--- src/verilog/sgp_regs.svh ---
// Contract
// Device refuses writes to protected groups
// Cleared protection re-enables program and erase
// Permanent protect uses bus cycles under high voltage
// Host protects all groups before unprotecting
// All groups ship unprotected
// Groups decode from address bits A18..A12
// High voltage on reset pin lifts protection
// Removing high voltage restores prior protection
// Write-protect low keeps two boot sectors locked
// 256-byte secured region, lock bit on data_line_seven
// Indicator bit fixed: 1 factory, 0 customer
// Factory-locked region rejects every change
// Enter sequence overlays secured region on boot
// Overlay lasts until exit, reset or power
// Serial number at fixed low or top words
// Region programmed once; no unlock-bypass there
// Lock: enter, then protect at group 1Ah
// Host exits region before using main array
// Locked region can never be unprotected
// Verify read returns one protected, 00h not
// Top-boot indicator reads 8Eh or 0Eh
// Overlay at FFF00h-FFFFFh or lowest 256 bytes
// Refused program leaves array unchanged, readable
`ifndef SGP_REGS_SVH
`define SGP_REGS_SVH

// ****************************************
// Clock and bus timing
// ****************************************
`define SGP_CLK_NS 4
`define SGP_T_WP_NS 35
`define SGP_T_WPH_NS 20
`define SGP_T_ACC_NS 70
`define SGP_T_VID_NS 4000
`define SGP_T_PPULSE_NS 150000
`define SGP_T_UPULSE_NS 15000000
`define SGP_WP_CYC ((`SGP_T_WP_NS + `SGP_CLK_NS - 1) / `SGP_CLK_NS)
`define SGP_WPH_CYC ((`SGP_T_WPH_NS + `SGP_CLK_NS - 1) / `SGP_CLK_NS)
`define SGP_SYNC_CYC 4
`define SGP_ACC_CYC ((`SGP_T_ACC_NS + `SGP_CLK_NS - 1) / `SGP_CLK_NS + `SGP_SYNC_CYC)
`define SGP_VID_CYC ((`SGP_T_VID_NS + `SGP_CLK_NS - 1) / `SGP_CLK_NS)
`define SGP_PPULSE_CYC ((`SGP_T_PPULSE_NS + `SGP_CLK_NS - 1) / `SGP_CLK_NS)
`define SGP_UPULSE_CYC ((`SGP_T_UPULSE_NS + `SGP_CLK_NS - 1) / `SGP_CLK_NS)

// ****************************************
// Command addresses and codes (word mode)
// ****************************************
`define SGP_A_UNLOCK1 19'h00555
`define SGP_A_UNLOCK2 19'h002AA
`define SGP_A_ZERO 19'h00000
`define SGP_D_UNLOCK1 16'h00AA
`define SGP_D_UNLOCK2 16'h0055
`define SGP_D_SSR_ENTER 16'h0088
`define SGP_D_AUTOSEL 16'h0090
`define SGP_D_EXIT 16'h0000
`define SGP_D_RESET 16'h00F0
`define SGP_D_PROT 16'h0060
`define SGP_D_VERIFY 16'h0040
`define SGP_A_PROT_LOW 19'h00002
`define SGP_A_UNPROT_LOW 19'h00042
`define SGP_A_SSR_GROUP 19'h0001A
`define SGP_A_VERIFY_LOW 19'h00002
`define SGP_A_IND_LOW 19'h00003
`define SGP_A_SN_BOT 19'h00000
`define SGP_A_SN_TOP 19'h7FFF8
`define SGP_IND_BIT 7
`define SGP_LAST_GROUP 4'h8

`endif

--- src/verilog/sgp_pkg.sv ---
package sgp_pkg;

    // ****************************************
    // Host operations
    // ****************************************
    typedef enum logic [3:0] {
        OP_READ = 4'h0,
        OP_WRITE = 4'h1,
        OP_PROTECT = 4'h2,
        OP_UNPROT_ALL = 4'h3,
        OP_VERIFY = 4'h4,
        OP_TEMP_ON = 4'h5,
        OP_TEMP_OFF = 4'h6,
        OP_SSR_ENTER = 4'h7,
        OP_SSR_EXIT = 4'h8,
        OP_SSR_LOCK = 4'h9,
        OP_INDICATOR = 4'hA
    } sgp_op_type;

    typedef enum logic [2:0] {
        K_END = 3'h0,
        K_WR = 3'h1,
        K_RD = 3'h2,
        K_PPULSE = 3'h3,
        K_UPULSE = 3'h4
    } sgp_kind_type;

    typedef enum logic [1:0] {
        CHK_NONE = 2'h0,
        CHK_ONE = 2'h1,
        CHK_ZERO = 2'h2
    } sgp_chk_type;

    // ****************************************
    // Carriers
    // ****************************************
    typedef struct packed {
        sgp_op_type op;
        logic [3:0] grp;
        logic [18:0] addr;
        logic [15:0] data;
    } sgp_req_type;

    typedef struct packed {
        logic [15:0] rdata;
        logic prot;
        logic ind;
        logic fail;
    } sgp_rsp_type;

    typedef struct packed {
        sgp_kind_type kind;
        sgp_chk_type chk;
        logic [18:0] addr;
        logic [15:0] data;
    } sgp_step_type;

    typedef struct packed {
        logic [18:0] addr;
        logic [15:0] dq;
        logic dq_oe;
        logic ce_b;
        logic oe_b;
        logic we_b;
    } sgp_pins_type;

endpackage : sgp_pkg

--- src/verilog/sgp_sync.sv ---
`timescale 1ns/1ns
`default_nettype none
module sgp_sync #(
    parameter int W = 16
) (
    // Clock and reset
    input wire logic clk_i,
    input wire logic rst_b_i,
    // Pin side and result
    input wire logic [W-1:0] d_i,
    output logic [W-1:0] q_o
);
    logic [W-1:0] s1_reg, s2_reg, s3_reg, q_reg;
    logic [W-1:0] q_next;

    // A change counts only once stages two and three agree
    always_comb begin
        q_next = q_reg;
        if (s2_reg == s3_reg) begin
            q_next = s3_reg;
        end
    end

    // Three-stage chain
    always_ff @(posedge clk_i or negedge rst_b_i) begin
        if (!rst_b_i) begin
            s1_reg <= '0;
            s2_reg <= '0;
            s3_reg <= '0;
            q_reg <= '0;
        end else begin
            s1_reg <= d_i;
            s2_reg <= s1_reg;
            s3_reg <= s2_reg;
            q_reg <= q_next;
        end
    end

    assign q_o = q_reg;
endmodule : sgp_sync
`default_nettype wire

--- src/verilog/sgp_host.sv ---
`timescale 1ns/1ns
`default_nettype none
`include "sgp_regs.svh"
module sgp_host #(
    parameter bit BOOT_TOP = 1'b1,
    parameter logic [23:0] PPULSE_CYC = 24'(`SGP_PPULSE_CYC),
    parameter logic [23:0] UPULSE_CYC = 24'(`SGP_UPULSE_CYC)
) (
    // Clock and reset
    input wire logic CLK_I,
    input wire logic RST_B_I,
    // User command port
    input wire logic CMD_VALID_I,
    input wire sgp_pkg::sgp_req_type CMD_I,
    output logic CMD_READY_O,
    output logic DONE_O,
    output sgp_pkg::sgp_rsp_type RSP_O,
    output logic TEMP_MODE_O,
    output logic OVERLAY_O,
    input wire logic WP_B_I,
    // Flash pins
    output sgp_pkg::sgp_pins_type FL_PINS_O,
    input wire logic [15:0] FL_DQ_I,
    output logic FL_RESET_B_O,
    output logic FL_HIGH_VOLTAGE_LEVEL_O,
    output logic FL_WP_B_O
);
    import sgp_pkg::*;

    // ****************************************
    // State, Gray codes in declaration order
    // ****************************************
    typedef enum logic [2:0] {
        S_IDLE = 3'b000,
        S_HV_UP = 3'b001,
        S_STEP = 3'b011,
        S_STROBE = 3'b010,
        S_RECOVER = 3'b110,
        S_WAIT = 3'b111,
        S_HV_DN = 3'b101
    } sgp_state_type;

    sgp_state_type state_reg, state_next;
    sgp_req_type req_reg, req_next;
    sgp_rsp_type rsp_reg, rsp_next;
    sgp_pins_type pins_reg, pins_next;
    logic [3:0] step_reg, step_next;
    logic [3:0] grp_reg, grp_next;
    logic [23:0] timer_reg, timer_next;
    logic hv_reg, hv_next;
    logic temp_reg, temp_next;
    logic overlay_reg, overlay_next;
    logic done_reg, done_next;
    logic wp_reg, wp_next;
    logic [15:0] dq_sync;
    sgp_step_type cur;

    sgp_sync #(.W(16)) u_dq_sync (
        .clk_i(CLK_I),
        .rst_b_i(RST_B_I),
        .d_i(FL_DQ_I),
        .q_o(dq_sync)
    );

    // ****************************************
    // Group and step tables
    // ****************************************
    // First address bits A18..A12 of each protection group
    function automatic logic [6:0] group_bits(input logic [3:0] g);
        logic [6:0] b;
        b = 7'h00;
        if (BOOT_TOP) begin
            unique case (g)
                4'h0: b = 7'h00;
                4'h1: b = 7'h20;
                4'h2: b = 7'h40;
                4'h3: b = 7'h60;
                4'h4: b = 7'h70;
                4'h5: b = 7'h78;
                4'h6: b = 7'h7C;
                4'h7: b = 7'h7D;
                default: b = 7'h7E;
            endcase
        end else begin
            unique case (g)
                4'h0: b = 7'h00;
                4'h1: b = 7'h02;
                4'h2: b = 7'h03;
                4'h3: b = 7'h04;
                4'h4: b = 7'h08;
                4'h5: b = 7'h10;
                4'h6: b = 7'h20;
                4'h7: b = 7'h40;
                default: b = 7'h60;
            endcase
        end
        return b;
    endfunction : group_bits

    function automatic sgp_step_type mk(input sgp_kind_type k, input logic [18:0] a, input logic [15:0] d,
                                        input sgp_chk_type c);
        return '{k, c, a, d};
    endfunction : mk

    // Bus step for op, step and group
    always_comb begin
        logic [18:0] ga;
        ga = {group_bits(grp_reg), 12'h000};
        cur = '0;
        unique case (req_reg.op)
            OP_READ: if (step_reg == 4'h0) cur = mk(K_RD, req_reg.addr, 16'h0000, CHK_NONE);
            OP_WRITE: if (step_reg == 4'h0) cur = mk(K_WR, req_reg.addr, req_reg.data, CHK_NONE);
            OP_PROTECT, OP_UNPROT_ALL: begin
                // Protect, pulse, verify R1 R23
                unique case (step_reg)
                    4'h0: cur = mk(K_WR, ga | `SGP_A_PROT_LOW, `SGP_D_PROT, CHK_NONE);
                    4'h1: cur = mk(K_PPULSE, ga, 16'h0000, CHK_NONE);
                    4'h2: cur = mk(K_WR, ga | `SGP_A_PROT_LOW, `SGP_D_VERIFY, CHK_NONE);
                    4'h3: cur = mk(K_RD, ga | `SGP_A_PROT_LOW, 16'h0000, CHK_ONE);
                    4'h4: if (req_reg.op == OP_UNPROT_ALL) cur = mk(K_WR, `SGP_A_UNPROT_LOW, `SGP_D_PROT, CHK_NONE);
                    4'h5: if (req_reg.op == OP_UNPROT_ALL) cur = mk(K_UPULSE, `SGP_A_ZERO, 16'h0000, CHK_NONE);
                    4'h6: if (req_reg.op == OP_UNPROT_ALL) cur = mk(K_WR, `SGP_A_UNPROT_LOW, `SGP_D_VERIFY, CHK_NONE);
                    4'h7: if (req_reg.op == OP_UNPROT_ALL) cur = mk(K_RD, `SGP_A_UNPROT_LOW, 16'h0000, CHK_ZERO);
                    default: cur = '0;
                endcase
            end
            OP_VERIFY, OP_INDICATOR: begin
                unique case (step_reg)
                    4'h0: cur = mk(K_WR, `SGP_A_UNLOCK1, `SGP_D_UNLOCK1, CHK_NONE);
                    4'h1: cur = mk(K_WR, `SGP_A_UNLOCK2, `SGP_D_UNLOCK2, CHK_NONE);
                    4'h2: cur = mk(K_WR, `SGP_A_UNLOCK1, `SGP_D_AUTOSEL, CHK_NONE);
                    4'h3: cur = (req_reg.op == OP_VERIFY) ? mk(K_RD, ga | `SGP_A_VERIFY_LOW, 16'h0000, CHK_NONE)
                                : mk(K_RD, `SGP_A_IND_LOW, 16'h0000, CHK_NONE);
                    4'h4: cur = mk(K_WR, `SGP_A_ZERO, `SGP_D_RESET, CHK_NONE);
                    default: cur = '0;
                endcase
            end
            OP_SSR_ENTER, OP_SSR_EXIT, OP_SSR_LOCK: begin
                // Lock: enter, protect, verify, exit R12 R16 R17 R18 R19
                unique case (step_reg)
                    4'h0, 4'h7: cur = mk(K_WR, `SGP_A_UNLOCK1, `SGP_D_UNLOCK1, CHK_NONE);
                    4'h1, 4'h8: cur = mk(K_WR, `SGP_A_UNLOCK2, `SGP_D_UNLOCK2, CHK_NONE);
                    4'h2: cur = mk(K_WR, `SGP_A_UNLOCK1,
                                   (req_reg.op == OP_SSR_EXIT) ? `SGP_D_AUTOSEL : `SGP_D_SSR_ENTER, CHK_NONE);
                    4'h3: if (req_reg.op == OP_SSR_EXIT) cur = mk(K_WR, `SGP_A_ZERO, `SGP_D_EXIT, CHK_NONE);
                          else if (req_reg.op == OP_SSR_LOCK) cur = mk(K_WR, `SGP_A_SSR_GROUP, `SGP_D_PROT, CHK_NONE);
                    4'h4: if (req_reg.op == OP_SSR_LOCK) cur = mk(K_PPULSE, `SGP_A_ZERO, 16'h0000, CHK_NONE);
                    4'h5: if (req_reg.op == OP_SSR_LOCK) cur = mk(K_WR, `SGP_A_SSR_GROUP, `SGP_D_VERIFY, CHK_NONE);
                    4'h6: if (req_reg.op == OP_SSR_LOCK) cur = mk(K_RD, `SGP_A_SSR_GROUP, 16'h0000, CHK_ONE);
                    4'h9: cur = mk(K_WR, `SGP_A_UNLOCK1, `SGP_D_AUTOSEL, CHK_NONE);
                    4'hA: cur = mk(K_WR, `SGP_A_ZERO, `SGP_D_EXIT, CHK_NONE);
                    default: cur = '0;
                endcase
            end
            default: cur = '0;
        endcase
    end

    // ****************************************
    // Sequencer next state
    // ****************************************
    // Ops held under high voltage
    function automatic logic needs_hv(input sgp_op_type op);
        return (op == OP_PROTECT) || (op == OP_UNPROT_ALL) || (op == OP_SSR_LOCK);
    endfunction : needs_hv

    always_comb begin
        state_next = state_reg;
        req_next = req_reg;
        rsp_next = rsp_reg;
        pins_next = pins_reg;
        step_next = step_reg;
        grp_next = grp_reg;
        timer_next = (timer_reg != '0) ? timer_reg - 24'h1 : timer_reg;
        hv_next = hv_reg;
        temp_next = temp_reg;
        overlay_next = overlay_reg;
        done_next = 1'b0;
        wp_next = WP_B_I;
        unique case (state_reg)
            S_IDLE: begin
                if (CMD_VALID_I) begin
                    req_next = CMD_I;
                    step_next = 4'h0;
                    rsp_next.fail = 1'b0;
                    // Unprotect-all first protects every group R4
                    grp_next = (CMD_I.op == OP_UNPROT_ALL) ? 4'h0 : CMD_I.grp;
                    timer_next = 24'(`SGP_VID_CYC) - 24'h1;
                    if (CMD_I.op == OP_TEMP_ON || CMD_I.op == OP_TEMP_OFF) begin
                        temp_next = (CMD_I.op == OP_TEMP_ON);
                        hv_next = (CMD_I.op == OP_TEMP_ON);
                        state_next = S_HV_DN;
                    end else if (needs_hv(CMD_I.op)) begin
                        hv_next = 1'b1;
                        state_next = S_HV_UP;
                    end else begin
                        state_next = S_STEP;
                    end
                end
            end
            S_HV_UP: if (timer_reg == '0) state_next = S_STEP;
            S_STEP: begin
                pins_next.addr = cur.addr;
                pins_next.dq = cur.data;
                unique case (cur.kind)
                    K_WR: begin
                        pins_next.dq_oe = 1'b1;
                        pins_next.ce_b = 1'b0;
                        pins_next.we_b = 1'b0;
                        timer_next = 24'(`SGP_WP_CYC) - 24'h1;
                        state_next = S_STROBE;
                    end
                    K_RD: begin
                        pins_next.ce_b = 1'b0;
                        pins_next.oe_b = 1'b0;
                        timer_next = 24'(`SGP_ACC_CYC) - 24'h1;
                        state_next = S_STROBE;
                    end
                    K_PPULSE, K_UPULSE: begin
                        timer_next = ((cur.kind == K_PPULSE) ? PPULSE_CYC : UPULSE_CYC) - 24'h1;
                        state_next = S_WAIT;
                    end
                    K_END: begin
                        // Overlay follows the enter and exit sequences R13 R14 R15 R22
                        if (req_reg.op == OP_SSR_ENTER) overlay_next = 1'b1;
                        if (req_reg.op == OP_SSR_EXIT || req_reg.op == OP_SSR_LOCK) overlay_next = 1'b0;
                        // Drop high voltage unless temporary mode holds it R8
                        hv_next = temp_reg;
                        timer_next = 24'(`SGP_VID_CYC) - 24'h1;
                        state_next = S_HV_DN;
                    end
                    default: state_next = S_HV_DN;
                endcase
            end
            S_STROBE: begin
                if (timer_reg == '0) begin
                    if (cur.kind == K_RD) begin
                        rsp_next.rdata = dq_sync;
                        if (req_reg.op == OP_VERIFY) rsp_next.prot = dq_sync[0];
                        if (req_reg.op == OP_INDICATOR) rsp_next.ind = dq_sync[`SGP_IND_BIT];
                        if ((cur.chk == CHK_ONE && !dq_sync[0]) || (cur.chk == CHK_ZERO && dq_sync[0])) begin
                            rsp_next.fail = 1'b1;
                        end
                    end
                    pins_next.dq_oe = 1'b0;
                    pins_next.ce_b = 1'b1;
                    pins_next.oe_b = 1'b1;
                    pins_next.we_b = 1'b1;
                    timer_next = 24'(`SGP_WPH_CYC) - 24'h1;
                    state_next = S_RECOVER;
                end
            end
            S_RECOVER, S_WAIT: begin
                if (timer_reg == '0) begin
                    // Protect every group before unprotecting R4
                    if (req_reg.op == OP_UNPROT_ALL && step_reg == 4'h3 && grp_reg != `SGP_LAST_GROUP) begin
                        grp_next = grp_reg + 4'h1;
                        step_next = 4'h0;
                    end else begin
                        step_next = step_reg + 4'h1;
                    end
                    state_next = S_STEP;
                end
            end
            S_HV_DN: begin
                if (timer_reg == '0) begin
                    done_next = 1'b1;
                    state_next = S_IDLE;
                end
            end
            default: state_next = S_IDLE;
        endcase
    end

    // ****************************************
    // Registers
    // ****************************************
    always_ff @(posedge CLK_I or negedge RST_B_I) begin
        if (!RST_B_I) begin
            state_reg <= S_IDLE;
            req_reg <= '0;
            rsp_reg <= '0;
            pins_reg <= '{19'h00000, 16'h0000, 1'b0, 1'b1, 1'b1, 1'b1};
            step_reg <= 4'h0;
            grp_reg <= 4'h0;
            timer_reg <= '0;
            hv_reg <= 1'b0;
            temp_reg <= 1'b0;
            overlay_reg <= 1'b0;
            done_reg <= 1'b0;
            wp_reg <= 1'b1;
        end else begin
            state_reg <= state_next;
            req_reg <= req_next;
            rsp_reg <= rsp_next;
            pins_reg <= pins_next;
            step_reg <= step_next;
            grp_reg <= grp_next;
            timer_reg <= timer_next;
            hv_reg <= hv_next;
            temp_reg <= temp_next;
            overlay_reg <= overlay_next;
            done_reg <= done_next;
            wp_reg <= wp_next;
        end
    end

    // Outputs
    assign CMD_READY_O = (state_reg == S_IDLE);
    assign DONE_O = done_reg;
    assign RSP_O = rsp_reg;
    assign TEMP_MODE_O = temp_reg;
    assign OVERLAY_O = overlay_reg;
    assign FL_PINS_O = pins_reg;
    assign FL_RESET_B_O = 1'b1; // Never pulse reset; overlay stays under host control
    assign FL_HIGH_VOLTAGE_LEVEL_O = hv_reg;
    assign FL_WP_B_O = wp_reg;
endmodule : sgp_host
`default_nettype wire

--- config.mk ---
export PLATFORM = sky130hd
export DESIGN_NAME = sgp_host
export DESIGN_NICKNAME = d
export VERILOG_FILES = /design/src/verilog/sgp_pkg.sv /design/src/verilog/sgp_sync.sv /design/src/verilog/sgp_host.sv
export VERILOG_INCLUDE_DIRS = /design/src /design/src/verilog
export SDC_FILE = /design/constraint.sdc
export NUM_CORES = 1
export LEC_CHECK = 0
export ABC_AREA = 0
export BUFFER_PORTS_ARGS = -buffer_cell sky130_fd_sc_hd__buf_4
export CAP_MARGIN = 25
export CORE_MARGIN = 8
export CORE_UTILIZATION = 45
export DETAILED_ROUTE_END_ITERATION = 6
export GPL_TIMING_DRIVEN = 0
export PLACE_DENSITY = 0.79
export REMOVE_ABC_BUFFERS = 1
export SLEW_MARGIN = 20
export SYNTH_ARGS = -nofsm -noshare
export SYNTH_HDL_FRONTEND = slang
export SYNTH_HIERARCHICAL = 1
export SYNTH_SLANG_ARGS = --single-unit
export TNS_END_PERCENT = 30
--- constraint.sdc ---
create_clock -name CLK_I -period 2.79 [get_ports CLK_I]
set_input_delay 0.279 -clock CLK_I [delete_from_list [all_inputs] [get_ports CLK_I]]
set_output_delay 0.279 -clock CLK_I [all_outputs]
set_load 0.1 [all_outputs]
==> results.sh <==
export IMPL_run_status="finished, violations left"
export IMPL_failed_checks="setup timing"
export IMPL_firstDrtPassIters=5
export IMPL_clockRootBuffer="clkbuf_16"
export IMPL_setup_viol=25
export IMPL_path_cells="or4_4 -> buf_4 -> or4_4 -> or2_4 -> nor3_4 -> o31ai_2 -> a31oi_2 -> buf_6 -> o21ai_0"
export IMPL_grt_pass1_vias=7397
export IMPL_crit_path_frequent_cell="or4_4"
export IMPL_async_reset_ff_share_pct=100
export IMPL_worst_slack_ns=-0.0608
export IMPL_switching_share_pct=42.0
export IMPL_yosysMostFrequentCell="dfrtp_1"
export IMPL_dr_total_vias=7161
export IMPL_grt_overflow_total=0
export IMPL_n_antenna_cell=0
export IMPL_place_congestion=0.890
export IMPL_start_util_pct=46.0
export IMPL_io_pins=128
export IMPL_clock_sinks=201
export IMPL_cap_violations=0
export IMPL_instances_no_fill=1317
export IMPL_cp_slowest_stage_delay_ns=0.56
export IMPL_vdd_drop_max_uv=700
export IMPL_grt_max_degree=99
export IMPL_synthTopCellsByArea="dfrtp_1 55%, nand2_1 7.3%, mux2_2 3.0%"
export IMPL_worstPathArrival_ns=3.23
export IMPL_die_h_um=157
export IMPL_synthMuxAreaShare_pct=5.26
export IMPL_synthCells=853
export IMPL_synth_xor_area_share_pct=4.01
export IMPL_synth_seq_cells=201
export IMPL_routed_wl_mm=23.4
export IMPL_viasPerCell=5.44
export IMPL_synth_cell_types=81
export IMPL_yosysWarnings=6
export IMPL_hold_viol=0
export IMPL_die_w_um=157
export IMPL_intPower_w=0.00741
export IMPL_cts_tree="yes"
export IMPL_hold_ws_ns=0.0176
export IMPL_seq_area_frac_synth_pct=56.3
export IMPL_dp_cells=1202
export IMPL_path_clk_slew_ns=0.06
export IMPL_fin_skew_ns=0.00810
export IMPL_port_buffers=126
export IMPL_period_needed_ns=2.85
export IMPL_remaining_drc_errors=0
export IMPL_antenna_found_initial=0
export IMPL_grtUsageTotal_pct=18.5
export IMPL_syn_area_um2=8950
export IMPL_clockBufferDepth=3
export IMPL_ant_nets=0
export IMPL_rows=51
export IMPL_switching_power_w=0.00537
export IMPL_synth_top_cell_by_area="dfrtp_1"
export IMPL_die_area_um2=24700
export IMPL_drive_above_1_share_pct=27.6
export IMPL_cellPowerDensity_nw_per_um2=1060
export IMPL_grt_pass1_wl_mm=37.4
export IMPL_setup_worst_path_class="reg2reg"
export IMPL_synth_top_area_share_pct=55.1
export IMPL_clkPwrFrac_pct=26.0
export IMPL_slew_violations=0
export IMPL_p_comb_share_pct=41.4
export IMPL_post_route_period_util_pct=102
export IMPL_numCtsBuffers=22
export IMPL_synth_compound_area_share_pct=12.0
export IMPL_seqPwrFrac_pct=32.6
export IMPL_leakage_nw=5.68
export IMPL_htree_levels=1
export IMPL_maxSlewHeadroom_pct=46.7
export IMPL_hp_class="in2reg"
export IMPL_syn_area_per_cell_um2=10.5
export IMPL_synth_simple_area_share_pct=18.3
export IMPL_grt_setup_unrepaired="true"
export IMPL_core_area_um2=19500
export IMPL_cp_num_buf_inv=2
export IMPL_synth_edf_count=0
export IMPL_cp_slowest_cell="or4_4"
export IMPL_yosys_top_cells_count="197 x dfrtp_1, 174 x nand2_1, 53 x nor2_1"
export IMPL_synth_fa_ha_area_share_pct=1.26
export IMPL_cp_start_kind="flip-flop"
export IMPL_cp_required_ns=3.17
export IMPL_crit_family="simple AND/OR/NAND/NOR gates"
export IMPL_critical_path_max_fanout=7
export IMPL_synth_top_family_by_area="simple AND/OR/NAND/NOR gates"
export IMPL_fin_nets=1108
export IMPL_dp_hpwl_mm=14.5
export IMPL_synth_ff_type="dfrtp_1"
export IMPL_endpoint_kind="flip-flop"
export IMPL_drt_wirelength_per_cell_um=17.7
export IMPL_fmax_mhz=351
export IMPL_p_total_w=0.0128
export IMPL_syn_to_final_growth_pct=34.6
export IMPL_drtIter0Drc=462
export IMPL_clock_latency_ns=0.51
export IMPL_tightest_slew_ns=0.789
## cells by family after synthesis
family          count (synthesis)
fa+ha+maj                       9
simple gates                  340
buf+inv                        63
mux                            39
compound gates                159
xor+xnor                       41
other cells                     1
flops                         201
## path summary, 6_finish.rpt
path                                startpoint                  end  slack (ns)  cells after the start
max                               timer_reg[6]        timer_reg[16]       -0.06                      9
min                                  CMD_I[41]          req_reg[41]        0.02                      3
max reg2reg                       timer_reg[6]        timer_reg[16]       -0.06                      9
min reg2reg                u_dq_sync/s1_reg[8]  u_dq_sync/s2_reg[8]        0.35                      0
max in group asynchronous              RST_B_I  u_dq_sync/s3_reg[9]        1.92                      3
min in group asynchronous              RST_B_I          req_reg[32]        0.17                      2
## layout by cell type (no fill, tap or decap), types with 11 or more instances in the layout
master and count:
nor3_1 14, buf_4 143, dlygate4sd3_1 53, a22oi_1 16, a22o_1 11, mux2_4 26, nor4_1 11, a21oi_1 24
clkbuf_16 22, inv_1 12, nand2_1 171, nor2_1 50, xnor2_1 17, xor2_1 24, o21ai_0 42, dfrtp_1 192
nand3_1 14
## worst reg2reg max path, cell delays in order, from the launching register on
cell,delay [ns]
dfrtp_1,0.39
or4_4,0.55
buf_4,0.16
or4_4,0.56
or2_4,0.30
nor3_4,0.20
o31ai_2,0.12
a31oi_2,0.21
buf_6,0.15
o21ai_0,0.09
## power by group through the flow
stage          Clock [W]  Combinational (W)  Sequential [W]
6_report         0.00332            0.00529         0.00416
5_1_grt          0.00351            0.00564         0.00424
4_1_cts          0.00338            0.00491         0.00414
3_5_place_dp           0            0.00453         0.00419
3_3_place_gp           0            0.00439         0.00415
2_1_floorplan          0            0.00192         0.00553
## through the flow
stage / setup TNS (ns) / setup slack, ns / area, um2 / utilization, %
2_1_floorplan: -137.06 / -2.29 / 8740 / -
3_3_place_gp: -92.50 / -1.55 / 10000 / 51.5
3_5_place_dp: -52.06 / -0.891 / 10200 / 52.3
4_1_cts: -1.42 / -0.106 / 11900 / 61.0
5_1_grt: -3.24 / -0.141 / 12100 / 61.9
6_report: -0.605 / -0.0608 / 12100 / 61.9
## routing by layer
layer	track usage (%)	share of wire, %	vias up
met3	4.66	6.9	43
met4	5.94	2.4	0
met2	31.8	50	238
met5	0	0	-
li1	-	-	3326
met1	22.5	41	3554
## layout make-up
class	instances	area [um2]
repair buffers	208	1830
fillers	1492	7410
inverters	14	52.6
flip-flops and latches	201	5040
clock buffers	26	606
clock inverters	14	246
well taps	265	332
multi-input cells	589	3940
## timing repair
action                                 CTS  global route
setup buffers                           14             8
hold buffers                            53             0
setup endpoints to repair               88            67
pin swaps                                8             9
resized for setup                       51            25
endpoints found under the hold margin  249             0
gates cloned                             0             0
Note: power is estimated with default switching activity, not from simulation.
